===== src/inc/synth_cfg_pkg.sv =====
// Purpose: constants, bus carriers and register layout for the divider block
// Assumes: AXI4-Lite slave, 32-bit data, one aligned word per register
// Notes:   all offsets and field positions live here
// ==========================================================================
`default_nettype none
package synth_cfg_pkg;
  // ========================================================================
  // Register map
  localparam logic [7:0] REG_CTRL0  = 8'h00;
  localparam logic [7:0] REG_REFDIV = 8'h04;
  localparam logic [7:0] REG_NINT   = 8'h08;
  localparam logic [7:0] REG_NUM    = 8'h0c;
  localparam logic [7:0] REG_BOTTOM = 8'h10;
  localparam logic [7:0] REG_EXTRA  = 8'h14;
  localparam logic [7:0] REG_PHASE  = 8'h18;
  localparam logic [7:0] REG_STATUS = 8'h1c;

  // ========================================================================
  // Field positions
  localparam int DBL_BIT    = 0;
  localparam int SEL_BIT    = 2;
  localparam int CAL_BIT    = 3;
  localparam int ORDER_LSB  = 4;
  localparam int LDTYPE_BIT = 6;
  localparam int SYNC_BIT   = 7;
  localparam int PRE_LSB    = 0;
  localparam int POST_LSB   = 8;
  localparam int SMDIV_LSB  = 16;
  localparam int DLY_LSB    = 20;
  localparam int ST_BUSY    = 24;
  localparam int ST_LOCK    = 25;
  localparam int ST_PIN     = 26;

  // ========================================================================
  // Limits, reset values and response codes
  localparam logic [7:0]  PRE_MAX   = 8'h80;
  localparam logic [7:0]  POST_MAX  = 8'hff;
  localparam logic [2:0]  SM_MAX    = 3'h5;
  localparam logic [18:0] NINT_MIN  = 19'h0001c;
  localparam logic [18:0] NINT_RST  = 19'h00064;
  localparam logic [31:0] BOT_RST   = 32'h000003e8;
  localparam logic [2:0]  DLY_RST   = 3'h1;
  localparam logic [1:0]  RESP_OK   = 2'h0;
  localparam logic [1:0]  RESP_ERR  = 2'h2;

  // ========================================================================
  // Bus carriers
  typedef struct packed {
    logic        awvalid;
    logic [7:0]  awaddr;
    logic        wvalid;
    logic [31:0] wdata;
    logic [3:0]  wstrb;
    logic        bready;
    logic        arvalid;
    logic [7:0]  araddr;
    logic        rready;
  } axil_req_t;

  typedef struct packed {
    logic        awready;
    logic        wready;
    logic        bvalid;
    logic [1:0]  bresp;
    logic        arready;
    logic        rvalid;
    logic [31:0] rdata;
    logic [1:0]  rresp;
  } axil_rsp_t;
endpackage : synth_cfg_pkg
`default_nettype wire


===== src/verilog/fraction_modulator.sv =====
// Purpose: MASH 1-1-1 delta-sigma engine giving the per-cycle feedback divide
// Assumes: fraction top below fraction bottom; one tick per detector cycle
// Notes:   a pending phase step is folded into the first accumulator
`timescale 1ns/1ps
`default_nettype none
module fraction_modulator import synth_cfg_pkg::*; (
  // Clock and reset
  input  wire logic        core_clk,
  input  wire logic        reset,
  input  wire logic        clk_en,
  // Control
  input  wire logic        clear,
  input  wire logic        tick,
  input  wire logic [1:0]  order,
  input  wire logic [18:0] nint,
  input  wire logic [31:0] num,
  input  wire logic [31:0] bottom,
  input  wire logic        phase_add,
  input  wire logic [31:0] phase_step,
  // Result
  output var  logic [20:0] divide
);
  typedef struct packed {
    logic [31:0] acc1, acc2, acc3;
    logic        c2d, c3d, c3dd, pend;
    logic [20:0] div;
  } mod_t;

  mod_t st, nx;

  function automatic logic [32:0] acc_step(input logic [31:0] acc,
                                           input logic [31:0] add,
                                           input logic [31:0] bot);
    logic [33:0] s;
    logic        c;
    s = {2'b00, acc} + {2'b00, add};
    c = (s >= {2'b00, bot});
    if (c) begin
      s = s - {2'b00, bot};
    end
    return {c, s[31:0]};
  endfunction : acc_step

  logic [32:0]        r1, r2, r3;
  logic [31:0]        add1;
  logic signed [3:0]  delta;
  logic signed [21:0] sum;

  always_comb begin
    nx    = st;
    add1  = st.pend ? num + phase_step : num;
    r1    = acc_step(st.acc1, add1, bottom);
    r2    = acc_step(st.acc2, r1[31:0], bottom);
    r3    = acc_step(st.acc3, r2[31:0], bottom);
    delta = 4'sd0;
    case (order)
      2'd1: delta = $signed({3'b000, r1[32]});
      2'd2: delta = $signed({3'b000, r1[32]}) + $signed({3'b000, r2[32]})
                    - $signed({3'b000, st.c2d});
      2'd3: delta = $signed({3'b000, r1[32]}) + $signed({3'b000, r2[32]})
                    - $signed({3'b000, st.c2d}) + $signed({3'b000, r3[32]})
                    - $signed({2'b00, st.c3d, 1'b0}) + $signed({3'b000, st.c3dd});
      default: delta = 4'sd0;
    endcase
    sum = $signed({3'b000, nint}) + 22'(delta);
    nx.pend = st.pend | phase_add;
    if (tick) begin
      nx.div = sum[20:0];
      if (order != 2'd0) begin
        nx.acc1 = r1[31:0];
        nx.acc2 = r2[31:0];
        nx.acc3 = r3[31:0];
        nx.c2d  = r2[32];
        nx.c3d  = r3[32];
        nx.c3dd = st.c3d;
        nx.pend = phase_add;
      end
    end
    if (clear) begin
      nx.acc1 = '0;
      nx.acc2 = '0;
      nx.acc3 = '0;
      nx.c2d  = 1'b0;
      nx.c3d  = 1'b0;
      nx.c3dd = 1'b0;
      nx.pend = phase_add;
    end
  end

  always_ff @(posedge core_clk) begin
    if (reset) begin
      st <= '0;
    end else if (clk_en) begin
      st <= nx;
    end
  end

  assign divide = st.div;

  chk_order0_int: assert property (@(posedge core_clk) disable iff (reset)
    (clk_en && tick && order == 2'd0) |=> divide == {2'b00, $past(nint)})
    else $error("integer order gave fractional divide");
  chk_clear_acc: assert property (@(posedge core_clk) disable iff (reset)
    (clk_en && clear) |=> (st.acc1 == '0 && st.acc2 == '0 && st.acc3 == '0))
    else $error("modulator not cleared");
  chk_order1_range: assert property (@(posedge core_clk) disable iff (reset)
    (clk_en && tick && order == 2'd1) |=>
      (divide - {2'b00, $past(nint)}) <= 21'd1)
    else $error("first order divide out of range");
endmodule : fraction_modulator
`default_nettype wire


===== src/verilog/fractional_n_divider_config.sv =====
// Purpose: reference path, state machine clock, feedback control and status pin
// Assumes: reference_input is asynchronous and well below core_clk / 4
// Notes:   registers over AXI4-Lite; write address and data taken together
//
// Register access over AXI4-Lite and the address map were decided locally.
`timescale 1ns/1ps
`default_nettype none
module fractional_n_divider_config import synth_cfg_pkg::*; (
  // Clock and reset
  input  wire logic        core_clk,
  input  wire logic        reset,
  input  wire logic        clk_en,
  // Register bus
  input  wire axil_req_t   bus_req,
  output var  axil_rsp_t   bus_rsp,
  // Pins and sense inputs
  input  wire logic        reference_input,
  input  wire logic        cal_busy_pin,
  input  wire logic        vtune_locked_pin,
  input  wire logic        readback_bit,
  // Status pin
  output var  logic        status_pin_out,
  output var  logic        status_pin_oe,
  // Divider control
  output var  logic        detector_tick,
  output var  logic        sm_tick,
  output var  logic        calibration_start,
  output var  logic [1:0]  modulator_order,
  output var  logic [2:0]  detector_delay_select,
  output var  logic [7:0]  feedback_extra_factor,
  output var  logic [20:0] feedback_divide
);
  // ========================================================================
  // State
  typedef struct packed {
    logic [2:0]  ref_pipe;
    logic [1:0]  busy_pipe;
    logic [1:0]  lock_pipe;
    logic        dbl;
    logic        sel;
    logic        lock_indicator_type;
    logic        sync_mode;
    logic [1:0]  order;
    logic [7:0]  pre_div;
    logic [7:0]  post_div;
    logic [7:0]  extra;
    logic [2:0]  sm_code;
    logic [2:0]  dly;
    logic [18:0] nint;
    logic [31:0] num;
    logic [31:0] bottom;
    logic [31:0] phase_step;
    logic [7:0]  pre_cnt;
    logic [7:0]  post_cnt;
    logic [4:0]  sm_cnt;
    logic        pd_tick;
    logic        smt;
    logic        cal;
    logic        mod_clear;
    logic        phase_add;
    logic        pin;
    logic        bvalid;
    logic [1:0]  bresp;
    logic        rvalid;
    logic [1:0]  rresp;
    logic [31:0] rdata;
  } state_t;

  localparam state_t ST_RST = '{
    pre_div:  8'h01,
    post_div: 8'h01,
    extra:    8'h01,
    nint:     NINT_RST,
    bottom:   BOT_RST,
    dly:      DLY_RST,
    default:  '0
  };

  state_t      st;
  state_t      nx;
  logic [20:0] mod_divide;

  // ========================================================================
  // Helpers
  function automatic logic [31:0] merge(input logic [31:0] old,
                                        input logic [31:0] data,
                                        input logic [3:0]  strb);
    logic [31:0] r;
    r = old;
    for (int i = 0; i < 4; i++) begin
      if (strb[i]) begin
        r[i*8 +: 8] = data[i*8 +: 8];
      end
    end
    return r;
  endfunction : merge

  // Zero means bypass; values past the top saturate
  function automatic logic [7:0] clamp_div(input logic [7:0] v,
                                           input logic [7:0] top);
    if (v == 8'h00) begin
      return 8'h01;
    end else if (v > top) begin
      return top;
    end
    return v;
  endfunction : clamp_div

  function automatic logic [31:0] ctrl_word(input state_t s);
    logic [31:0] w;
    w = '0;
    w[DBL_BIT]              = s.dbl;
    w[SEL_BIT]              = s.sel;
    w[ORDER_LSB +: 2]       = s.order;
    w[LDTYPE_BIT]           = s.lock_indicator_type;
    w[SYNC_BIT]             = s.sync_mode;
    return w;
  endfunction : ctrl_word

  function automatic logic [31:0] refdiv_word(input state_t s);
    logic [31:0] w;
    w = '0;
    w[PRE_LSB +: 8]   = s.pre_div;
    w[POST_LSB +: 8]  = s.post_div;
    w[SMDIV_LSB +: 3] = s.sm_code;
    w[DLY_LSB +: 3]   = s.dly;
    return w;
  endfunction : refdiv_word

  // ========================================================================
  // Bus handshake
  logic        wr_go;
  logic        rd_go;
  logic [31:0] wv;
  logic        rise;
  logic        ref_edge;
  logic        pre_hit;
  logic        indicator;

  assign wr_go = clk_en && bus_req.awvalid && bus_req.wvalid && !st.bvalid;
  assign rd_go = clk_en && bus_req.arvalid && !st.rvalid;

  always_comb begin
    bus_rsp         = '0;
    bus_rsp.awready = wr_go;
    bus_rsp.wready  = wr_go;
    bus_rsp.bvalid  = st.bvalid;
    bus_rsp.bresp   = st.bresp;
    bus_rsp.arready = rd_go;
    bus_rsp.rvalid  = st.rvalid;
    bus_rsp.rdata   = st.rdata;
    bus_rsp.rresp   = st.rresp;
  end

  // Edges only from the synchronised stage, never the first flop
  assign rise     = st.ref_pipe[1] && !st.ref_pipe[2];
  assign ref_edge = st.dbl ? (st.ref_pipe[1] != st.ref_pipe[2]) : rise;
  assign pre_hit  = ref_edge && (st.pre_cnt + 8'h01 >= st.pre_div);
  assign indicator = st.lock_indicator_type ? (!st.busy_pipe[1] && st.lock_pipe[1])
                                : !st.busy_pipe[1];

  // ========================================================================
  // Next state
  always_comb begin
    nx           = st;
    nx.ref_pipe  = {st.ref_pipe[1:0], reference_input};
    nx.busy_pipe = {st.busy_pipe[0], cal_busy_pin};
    nx.lock_pipe = {st.lock_pipe[0], vtune_locked_pin};
    nx.pd_tick   = 1'b0;
    nx.smt       = 1'b0;
    nx.cal       = 1'b0;
    nx.mod_clear = 1'b0;
    nx.phase_add = 1'b0;
    wv           = '0;

    if (ref_edge) begin
      nx.pre_cnt = pre_hit ? 8'h00 : st.pre_cnt + 8'h01;
    end
    if (pre_hit) begin
      if (st.post_cnt + 8'h01 >= st.post_div) begin
        nx.post_cnt = 8'h00;
        nx.pd_tick  = 1'b1;
      end else begin
        nx.post_cnt = st.post_cnt + 8'h01;
      end
    end
    if (rise) begin
      if (st.sm_cnt == 5'((6'h01 << st.sm_code) - 6'h01)) begin
        nx.sm_cnt = 5'h00;
        nx.smt    = 1'b1;
      end else begin
        nx.sm_cnt = st.sm_cnt + 5'h01;
      end
    end
    nx.pin = st.sel ? indicator : readback_bit;

    if (st.bvalid && bus_req.bready) begin
      nx.bvalid = 1'b0;
    end
    if (st.rvalid && bus_req.rready) begin
      nx.rvalid = 1'b0;
    end

    if (wr_go) begin
      nx.bvalid = 1'b1;
      nx.bresp  = RESP_OK;
      case (bus_req.awaddr)
        REG_CTRL0: begin
          wv           = merge(ctrl_word(st), bus_req.wdata, bus_req.wstrb);
          nx.dbl       = wv[DBL_BIT];
          nx.sel       = wv[SEL_BIT];
          nx.order     = wv[ORDER_LSB +: 2];
          nx.lock_indicator_type = wv[LDTYPE_BIT];
          nx.sync_mode = wv[SYNC_BIT];
          // Calibration start is a strobe, it reads back as zero
          nx.cal       = wv[CAL_BIT];
          nx.mod_clear = 1'b1;
        end
        REG_REFDIV: begin
          wv          = merge(refdiv_word(st), bus_req.wdata, bus_req.wstrb);
          nx.pre_div  = clamp_div(wv[PRE_LSB +: 8], PRE_MAX);
          // Post input limit is left to software
          nx.post_div = clamp_div(wv[POST_LSB +: 8], POST_MAX);
          nx.sm_code  = (wv[SMDIV_LSB +: 3] > SM_MAX) ? SM_MAX
                                                      : wv[SMDIV_LSB +: 3];
          nx.dly      = wv[DLY_LSB +: 3];
          nx.pre_cnt  = 8'h00;
          nx.post_cnt = 8'h00;
          nx.sm_cnt   = 5'h00;
        end
        REG_NINT: begin
          wv      = merge({13'h0000, st.nint}, bus_req.wdata, bus_req.wstrb);
          nx.nint = (wv[18:0] < NINT_MIN) ? NINT_MIN : wv[18:0];
        end
        REG_NUM: begin
          nx.num = merge(st.num, bus_req.wdata, bus_req.wstrb);
        end
        REG_BOTTOM: begin
          wv        = merge(st.bottom, bus_req.wdata, bus_req.wstrb);
          nx.bottom = (wv == '0) ? 32'h00000001 : wv;
        end
        REG_EXTRA: begin
          wv       = merge({24'h000000, st.extra}, bus_req.wdata, bus_req.wstrb);
          nx.extra = clamp_div(wv[7:0], POST_MAX);
        end
        REG_PHASE: begin
          nx.phase_step = merge(st.phase_step, bus_req.wdata, bus_req.wstrb);
          nx.phase_add  = 1'b1;
        end
        default: begin
          nx.bresp = RESP_ERR;
        end
      endcase
    end

    if (rd_go) begin
      nx.rvalid = 1'b1;
      nx.rresp  = RESP_OK;
      case (bus_req.araddr)
        REG_CTRL0:  nx.rdata = ctrl_word(st);
        REG_REFDIV: nx.rdata = refdiv_word(st);
        REG_NINT:   nx.rdata = {13'h0000, st.nint};
        REG_NUM:    nx.rdata = st.num;
        REG_BOTTOM: nx.rdata = st.bottom;
        REG_EXTRA:  nx.rdata = {24'h000000, st.extra};
        REG_PHASE:  nx.rdata = st.phase_step;
        REG_STATUS: begin
          nx.rdata           = {11'h000, mod_divide};
          nx.rdata[ST_BUSY]  = st.busy_pipe[1];
          nx.rdata[ST_LOCK]  = st.lock_pipe[1];
          nx.rdata[ST_PIN]   = st.pin;
        end
        default: begin
          nx.rdata = '0;
          nx.rresp = RESP_ERR;
        end
      endcase
    end
  end

  always_ff @(posedge core_clk) begin
    if (reset) begin
      st <= ST_RST;
    end else if (clk_en) begin
      st <= nx;
    end
  end

  // ========================================================================
  // Feedback modulator
  fraction_modulator u_mod (
    .core_clk   (core_clk),
    .reset      (reset),
    .clk_en     (clk_en),
    .clear      (st.mod_clear),
    .tick       (st.pd_tick),
    .order      (st.order),
    .nint       (st.nint),
    .num        (st.num),
    .bottom     (st.bottom),
    .phase_add  (st.phase_add),
    .phase_step (st.phase_step),
    .divide     (mod_divide)
  );

  // ========================================================================
  // Outputs
  // pin always driven
  assign status_pin_oe         = 1'b1;
  assign status_pin_out        = st.pin;
  assign detector_tick         = st.pd_tick;
  assign sm_tick               = st.smt;
  assign calibration_start     = st.cal;
  assign modulator_order       = st.order;
  assign detector_delay_select = st.dly;
  // extra factor forced to one outside sync
  assign feedback_extra_factor = st.sync_mode ? st.extra : 8'h01;
  assign feedback_divide       = mod_divide;

  // ========================================================================
  // Checks
  chk_pin_driven: assert property (@(posedge core_clk) disable iff (reset)
    status_pin_oe)
    else $error("status pin released");
  chk_pin_readback: assert property (@(posedge core_clk) disable iff (reset)
    (clk_en && !st.sel) |=> status_pin_out == $past(readback_bit))
    else $error("readback not on status pin");
  chk_pin_lock: assert property (@(posedge core_clk) disable iff (reset)
    (clk_en && st.sel && !st.lock_indicator_type) |=> status_pin_out == !$past(st.busy_pipe[1]))
    else $error("lock indicator not on status pin");
  chk_mod_clear: assert property (@(posedge core_clk) disable iff (reset)
    (wr_go && bus_req.awaddr == REG_CTRL0) |=> st.mod_clear)
    else $error("register zero write did not clear modulator");
  chk_extra_one: assert property (@(posedge core_clk) disable iff (reset)
    !st.sync_mode |-> feedback_extra_factor == 8'h01)
    else $error("extra factor above one outside sync");
  chk_pre_range: assert property (@(posedge core_clk) disable iff (reset)
    st.pre_div >= 8'h01 && st.pre_div <= PRE_MAX)
    else $error("pre divide out of range");
  chk_nint_floor: assert property (@(posedge core_clk) disable iff (reset)
    st.nint >= NINT_MIN && st.bottom != '0)
    else $error("integer or bottom out of range");
  chk_pd_rate: assert property (@(posedge core_clk) disable iff (reset)
    (clk_en && ref_edge && st.pre_div == 8'h01 && st.post_div == 8'h01)
      |=> detector_tick)
    else $error("bypassed path missed a detector tick");
  chk_sm_bypass: assert property (@(posedge core_clk) disable iff (reset)
    (clk_en && rise && st.sm_code == 3'h0) |=> sm_tick)
    else $error("state machine clock missed divide by one");
endmodule : fractional_n_divider_config
`default_nettype wire

===== config.mk =====
export PLATFORM = sky130hd
export DESIGN_NAME = fractional_n_divider_config
export DESIGN_NICKNAME = d
export VERILOG_FILES = /design/src/inc/synth_cfg_pkg.sv /design/src/verilog/fraction_modulator.sv /design/src/verilog/fractional_n_divider_config.sv
export SDC_FILE = /design/constraint.sdc
export NUM_CORES = 1
export LEC_CHECK = 0
export ABC_CLOCK_PERIOD_IN_PS = 50900
export BUFFER_PORTS_ARGS = -buffer_cell sky130_fd_sc_hd__buf_2
export CAP_MARGIN = 20
export CELL_PAD_IN_SITES_DETAIL_PLACEMENT = 0
export CELL_PAD_IN_SITES_GLOBAL_PLACEMENT = 1
export CORE_MARGIN = 3
export CORE_UTILIZATION = 40
export DETAILED_ROUTE_END_ITERATION = 8
export PLACE_DENSITY = 0.7
export SLEW_MARGIN = 30
export SYNTH_ARGS = -nofsm -noshare
export SYNTH_HDL_FRONTEND = slang
export SYNTH_HIERARCHICAL = 1
export SYNTH_SLANG_ARGS = --single-unit

===== constraint.sdc =====
create_clock -name core_clk -period 50.9 [get_ports core_clk]
set_clock_uncertainty 0.2 [all_clocks]
set_input_delay 10.18 -clock core_clk [delete_from_list [all_inputs] [get_ports core_clk]]
set_output_delay 10.18 -clock core_clk [all_outputs]
set_load 0.005 [all_outputs]

==> results of run 1 <==
worst max-delay path, cell delays in order:
cell     delay [ns]
buf_2          0.46
nand2_1        0.13
or2_1          0.45
inv_1          0.18
buf_2          0.13
through the flow:
stage,area [um^2],power (uW),std cells
5_1_grt,30600,752,4481
6_report,30600,723,4481
4_1_cts,30600,730,4479
3_5_place_dp,29000,385,4397
2_1_floorplan,27900,358,3508
3_3_place_gp,29000,383,4397
sequential cells by signal, indices dropped and copies added (netlist names):
register               count
u_mod/st                 100
st                       172
calibration_start          1
sm_tick                    1
nx                         4
detector_tick              1
detector_delay_select      3
status_pin_out             1
u_mod/divide              21
bus_rsp                   36
modulator_order            2
how the worst max path moves through the flow:
stage / end / slack [ns] / cells past startpoint
2_1_floorplan: bus_rsp[35] / 29.80 / 5
3_3_place_gp: bus_rsp[35] / 29.04 / 5
3_5_place_dp: bus_rsp[35] / 28.97 / 5
4_1_cts: bus_rsp[35] / 28.97 / 5
5_1_grt: u_mod/divide[16] / 28.29 / 86
6_report: bus_rsp[35] / 28.96 / 5
kinds of logic (layout without fill, tap and decap cells):
family	after synthesis	after routing	share of synthesized area [%]
xor gates and xnor gates	235	235	7.37
muxes	160	160	5.99
DFF	342	342	24.5
other	2	4	0.0269
adders and majority gates	265	265	12.1
buffers and inverters	349	390	5.87
AOI/OAI and AO/OA	1084	1084	26.0
and+or+nand+nor	1070	1070	18.1
per-layer routing:
layer	vias to the layer above	global-route usage, %	wire length (um)
met3	192	2.82	5150
met2	824	41.0	43700
met1	12500	33.9	43400
met4	0	9.91	3870
li1	12800	-	-
met5	-	0	0
placed cells by master (no fill, tap or decap), types with 56 or more instances in the layout:
cell type / Yosys / routed
nand2_1: 347 / 347
dfxtp_1: 342 / 342
a21oi_1: 318 / 318
nor2_1: 301 / 299
ha_1: 255 / 255
o21ai_0: 172 / 172
xnor2_1: 157 / 157
buf_2: 21 / 139
inv_1: 133 / 133
a21o_1: 106 / 106
mux2i_1: 102 / 102
a22o_1: 87 / 87
nand3_1: 78 / 78
xor2_1: 78 / 78
a22oi_1: 75 / 75
nor3_1: 64 / 63
mux2_2: 56 / 56
power groups by stage:
stage / Combinational (uW) / Clock, uW / Sequential [uW]
final: 111 / 343 / 269
after global routing: 121 / 362 / 269
after CTS: 111 / 351 / 269
after detailed placement: 110 / 0 / 275
after global placement: 109 / 0 / 275
after floorplan: 83.4 / 0 / 274
layout make-up:
| type | instances | area share (%) |
|---|---|---|
| Antenna cell | 1 | 0.00818 |
| Clock buffer | 60 | 4.03 |
| Clock inverter | 22 | 1.08 |
| Inverter | 134 | 1.64 |
| Multi-Input combinational cell | 2817 | 63.8 |
| Sequential cell | 342 | 22.4 |
| Tap cell | 931 | 3.81 |
| Timing Repair Buffer | 174 | 3.21 |
==> impl_results.md, run 1 <==
- Worst hold path class: flip-flop to flip-flop
- Root buf cell: clkbuf_16
- Max-slew headroom: roughly 30%
- Synth top area share: between 20% and 30%
- Crit start category: input port
- Post-Synthesis Cells: 3507
- Die Ht: 270 um
- H-tree depth: 2
- All-Layer GR Usage: 25.1%
- Async set or reset register ratio after synthesis: 0%
- Max frequency: 45.6 MHz
- Total Neg Setup Slack: 0 ns
- Sequential area share after synthesis: 24.5%
- Final Hold Fails: 0
- Clock-pin transition on the worst setup and hold timing paths: around 0.05 ns
- Final period util: 43.1%
- Number of setup buffers added after CTS: 0
- Multi-input logic area: between 15000 and 20000 um^2
- Placeable Area: 68900 um^2
- Die W: 270 um
- WL final: 96100 um
- Reg power frac: 37.2%
- Routed vias: 26300
- EDFF count, synth: 0
- Share of layout cells above drive strength 1: 10.3%
- Hold depth: 2
- Crit-path max FO: 25
- Ranking of synthesized cells by area: dfxtp_1 (24%), ha_1 (11%), a21oi_1 (5.7%)
- P_leak: between 0.01 and 0.015 uW
- WHS Endpoint: u_mod/st[43]
- Critical path arrival: 11.56 ns
- Post-synth top cells: nand2_1 (347), dfxtp_1 (342), a21oi_1 (318)
- Port Buf Inserts: 140
- Syn Std Cell Area: between 20000 and 30000 um^2
- Slew @ Worst Pin: 1.05 ns
- Row count: 96
- P_int: 519 uW
- Post-CTS Hold Fix Bufs: 0
- R2R depth: 87
- Pre-CTS setup slack: a little under 30 ns
- Reg2Reg Setup Slack: 29.87 ns
- Clock Tree Buf Depth: 3
- Hold_sp: u_mod/st[43]
- Starting Density: 40.5%
- FF-to-FF End: u_mod/divide[19]
- RR Startpoint: st[69]
- P&R area growth vs syn: 9.46%
- Layout Nets: 3842
- Initial antenna violation count: 5
- CP startpoint: clk_en
- Setup-failing EPs final: 0
- Status: finished, final reports clean
- TritonRoute pass-1 iters: 5
- Fillers: 7044
- HPWL Detailed: between 70000 and 80000 um
- CTS Sinks: approximately 340
- Top-count cell post-synth: nand2_1
- Synthesis-stage register bit count: 342
- Total CTS buffers: 44
- Worst vdd ir: 19.8 uV
- Ys flop type: dfxtp_1
- IO Count: 144
- Setup slack after layout: 28.96 ns
- Psw: about 200 uW
- Minimum clock period: 21.94 ns
- CP Data Required Time: about 40 ns
- Post-CTS Resized: 0
- Initial drt markers: ~2300
- Logic pwr share: 15.4%
- Wire length per cell: 21.4 um
- Max-Cap Viols: 0
- Mapped Avg Cell Area: 7.97 um^2
- Clock Latency Late Sink: 0.60 ns
- Clock power share: 47.5%
- Register Area: 6850 um^2
- Number of vias per cell: 5.87
- Clock tree from TritonCTS: done
- GP Congestion: 0.934
- Total gr overflow: 0
- Remaining DRCs: 0
- Yosys warns: 6
- Die area: 73100 um^2
- Synth unique cells: 101
- Crit path kind: input port to output port
- Crit end category: output port
- RSZ-0062 raised after global routing: false
- PD cells: 23.6 nW/um^2
- Final Util: 44.4%
- Sw frac: 28.3%
- Antenna-violating nets left: 0
- Hold Slack: 0.248 ns
- Number of global-route vias before repair: 24900
- Synth area leader: dfxtp_1
- First-pass GRT wire length: 146000 um
- Fin. max-slew vios: 0
- Largest net degree at the start of global routing: 91
(Power assumes the default switching activity.)
==> inputs of run 2 (changes only) <==
--- a/config.mk
+++ b/config.mk
@@ -5,7 +5,7 @@
 export SDC_FILE = /design/constraint.sdc
 export NUM_CORES = 1
 export LEC_CHECK = 0
-export ABC_CLOCK_PERIOD_IN_PS = 50900
+export ABC_CLOCK_PERIOD_IN_PS = 23000
 export BUFFER_PORTS_ARGS = -buffer_cell sky130_fd_sc_hd__buf_2
 export CAP_MARGIN = 20
 export CELL_PAD_IN_SITES_DETAIL_PLACEMENT = 0
==> constraint.sdc (replaced) <==
create_clock -name core_clk -period 23 [get_ports core_clk]
set_clock_uncertainty 0.2 [all_clocks]
set_input_delay 4.6 -clock core_clk [delete_from_list [all_inputs] [get_ports core_clk]]
set_output_delay 4.6 -clock core_clk [all_outputs]
set_load 0.005 [all_outputs]
==> run 2 against run 1 <==
Non-clock buffer count grew 2. Critical path depth increased by 83. Setup slack lost 27 ns. Highest routed layer unchanged. Wire length increased by 2.4%. Sequential cell count unchanged. Combinational power rose by 130%. Largest power group unchanged. Core utilization up 0.16 points. Register-to-register slack got worse by 28 ns.
==> impl_results.md, run 2 (synthesized netlist as in run 1, its figures left out) <==
- Reg with most FFs: st (unchanged)
- Largest net degree at the start of global routing: 85 (was 91)
- Crit path max-delay family: compound AO/OA/AOI/OAI gates (was buffers and inverters)
- Crit-path max FO: 34 (was 25)
- Initial antenna violation count: 1 (was 5)
- Most frequent cells in the layout: nand2_1 (347), dfxtp_1 (342), a21oi_1 (318) (unchanged)
- Metal2 WL: 46100 um (was 43700 um)
- Reg2Reg Setup Slack: 2.00 ns (was 29.87 ns)
- Minimum clock period: 21.00 ns
- Worst path slowest cell: a21oi_4 (was buf_2)
- Max-Cap Viols: 0 (unchanged)
- CP most frequent cell: a21oi_1 (was buf_2)
- Status: finished, final reports clean (unchanged)
- First-pass GRT wire length: 148000 um (was 146000 um)
- Number of global-route vias before repair: 25000 (was 24900)
- Die Ht: 270 um (unchanged)
- Die area: 73100 um^2 (unchanged)
- RR Startpoint: st[129] (was st[69])
- Most common cell after layout, fill and taps aside: nand2_1 (unchanged)
- Root buf cell: clkbuf_16 (unchanged)
- Clock Tree Buf Depth: 3 (unchanged)
- Slew @ Worst Pin: 0.997 ns (was 1.05 ns)
- Wire length per cell: 21.9 um (was 21.4 um)
- CP Data Required Time: 23.30 ns (was 40.52 ns)
- WL final: 98400 um (was 96100 um)
- Total Neg Setup Slack: 0 ns (unchanged)
- Fin. max-slew vios: 0 (unchanged)
- DR WL met3: 5930 um (was 5150 um)
- CP startpoint: st[129] (was clk_en)
- Worst vdd ir: 59.0 uV (was 19.8 uV)
- Delay of the slowest cell on the worst path: 0.61 ns (was 0.46 ns)
- DR top layer: met4 (unchanged)
- P_leak: 0.0140 uW (about the same)
- Share of layout cells above drive strength 1: 10.6% (was 10.3%)
- P&R area growth vs syn: 9.85% (was 9.46%)
- HPWL Detailed: 75800 um (was 74300 um)
- Final period util: 91.3%
- Crit end category: flip-flop (was output port)
- RSZ-0062 raised after global routing: false (unchanged)
- Worst Setup EP: u_mod/divide[16] (was bus_rsp[35])
- Max-slew headroom: 33.0% (was 29.3%)
- Final Hold Fails: 0 (unchanged)
- IO Count: 144 (unchanged)
- Clock-pin transition on the worst setup and hold timing paths: 0.06 ns (was 0.05 ns)
- Layout Nets: 3847 (was 3842)
- Placeable Area: 68900 um^2 (unchanged)
- Total CTS buffers: 47 (was 44)
- Worst path depth: 88 (was 5)
- Metal-1 WL: 43100 um (was 43400 um)
- All-Layer GR Usage: 25.7% (was 25.1%)
- Number of vias per cell: 5.91 (was 5.87)
- PD cells: 52.9 nW/um^2 (was 23.6 nW/um^2)
- Critical path arrival: 21.30 ns (was 11.56 ns)
- Max reg flops: 172 (unchanged)
- Total gr overflow: 0 (unchanged)
- Initial drt markers: 2293 (was 2344)
- Port Buf Inserts: 140 (unchanged)
- Die W: 270 um (unchanged)
- Final Util: 44.5% (was 44.4%)
- Setup-failing EPs final: 0 (unchanged)
- Starting Density: 40.5% (unchanged)
- R2R depth: 88 (was 87)
- Clock tree from TritonCTS: done (unchanged)
- Remaining DRCs: 0 (unchanged)
- H-tree depth: 2 (unchanged)
- Crit path kind: flip-flop to flip-flop (was input port to output port)
- TritonRoute pass-1 iters: 6 (was 5)
- Overall Power: 1620 uW (was 723 uW)
- Max frequency: ~48 MHz
- FF-to-FF End: u_mod/divide[16] (was u_mod/divide[19])
- Row count: 96 (unchanged)
- Antenna-violating nets left: 0 (unchanged)
- Hold Slack: 0.253 ns (was 0.248 ns)
- Pre-CTS setup slack: 2.15 ns (was 28.97 ns)
- Worst hold path class: flip-flop to flip-flop (unchanged)
- Crit start category: flip-flop (was input port)
- Clock Latency Late Sink: 0.61 ns (was 0.60 ns)
- GP Congestion: 0.930 (was 0.934)
- Setup slack after layout: 2.00 ns (was 28.96 ns)
- Hold depth: 1 (was 2)
- Routed vias: 26500 (was 26300)
- Buf/Inv on CP: 3 (unchanged)
- CTS Sinks: 342 (unchanged)
run 2: worst min-delay path by stage:
stage | startpoint | end | slack, ns
2_1_floorplan | bus_rsp[10] | bus_rsp[10] | 0.23
3_3_place_gp | bus_rsp[9] | bus_rsp[9] | 0.24
3_5_place_dp | bus_rsp[5] | bus_rsp[5] | 0.24
4_1_cts | bus_rsp[5] | bus_rsp[5] | 0.26
5_1_grt | bus_rsp[6] | bus_rsp[6] | 0.28
6_report | bus_rsp[5] | bus_rsp[5] | 0.25
run 2: layer usage:
metal  GRT usage (%)  vias to the layer above
met1            33.5                    12700
li1                -                    12700
met2            43.3                      867
met3            3.70                      176
met5               0                        -
met4            8.65                        0
run 2: power by group:
group / internal [uW] / switching (uW)
registers: 594 / 1.05
clock network: 470 / 308
logic: 97.6 / 153
total: 1160 / 462
run 2: layout make-up:
| cell class | instances | area (um^2) |
|---|---|---|
| clock inverters | 23 | 294 |
| diodes | 1 | 2.50 |
| multi-input cells | 2817 | 19500 |
| well taps | 931 | 1160 |
| repair buffers | 176 | 1000 |
| fillers | 6984 | 38200 |
| inverters | 134 | 503 |
| clock buffers | 64 | 1350 |
| flip-flops and latches | 342 | 6850 |
run 2: timing repair:
| item | 4_1_cts | 5_1_grt |
|---|---|---|
| setup endpoints to repair | 0 | 1 |
| resized for setup | 0 | 0 |
| buffers inserted | 0 | 5 |
| hold buffers | 0 | 0 |
run 2: worst register-to-register path: cells and delay by family, from the launching register on:
kind,cells,cell delay (ns)
fa+ha+maj,13,4.34
buf+inv,3,0.47
simple gates,14,2.18
compound gates,52,12.14
mux,2,0.50
xor+xnor,4,0.73
flops,1,0.34
run 2: per-stage QoR:
stage	instance area (um^2)	instances
6_report	30700	4488
3_5_place_dp	29000	4394
3_3_place_gp	29000	4394
2_1_floorplan	27900	3508
4_1_cts	30600	4481
5_1_grt	30700	4487
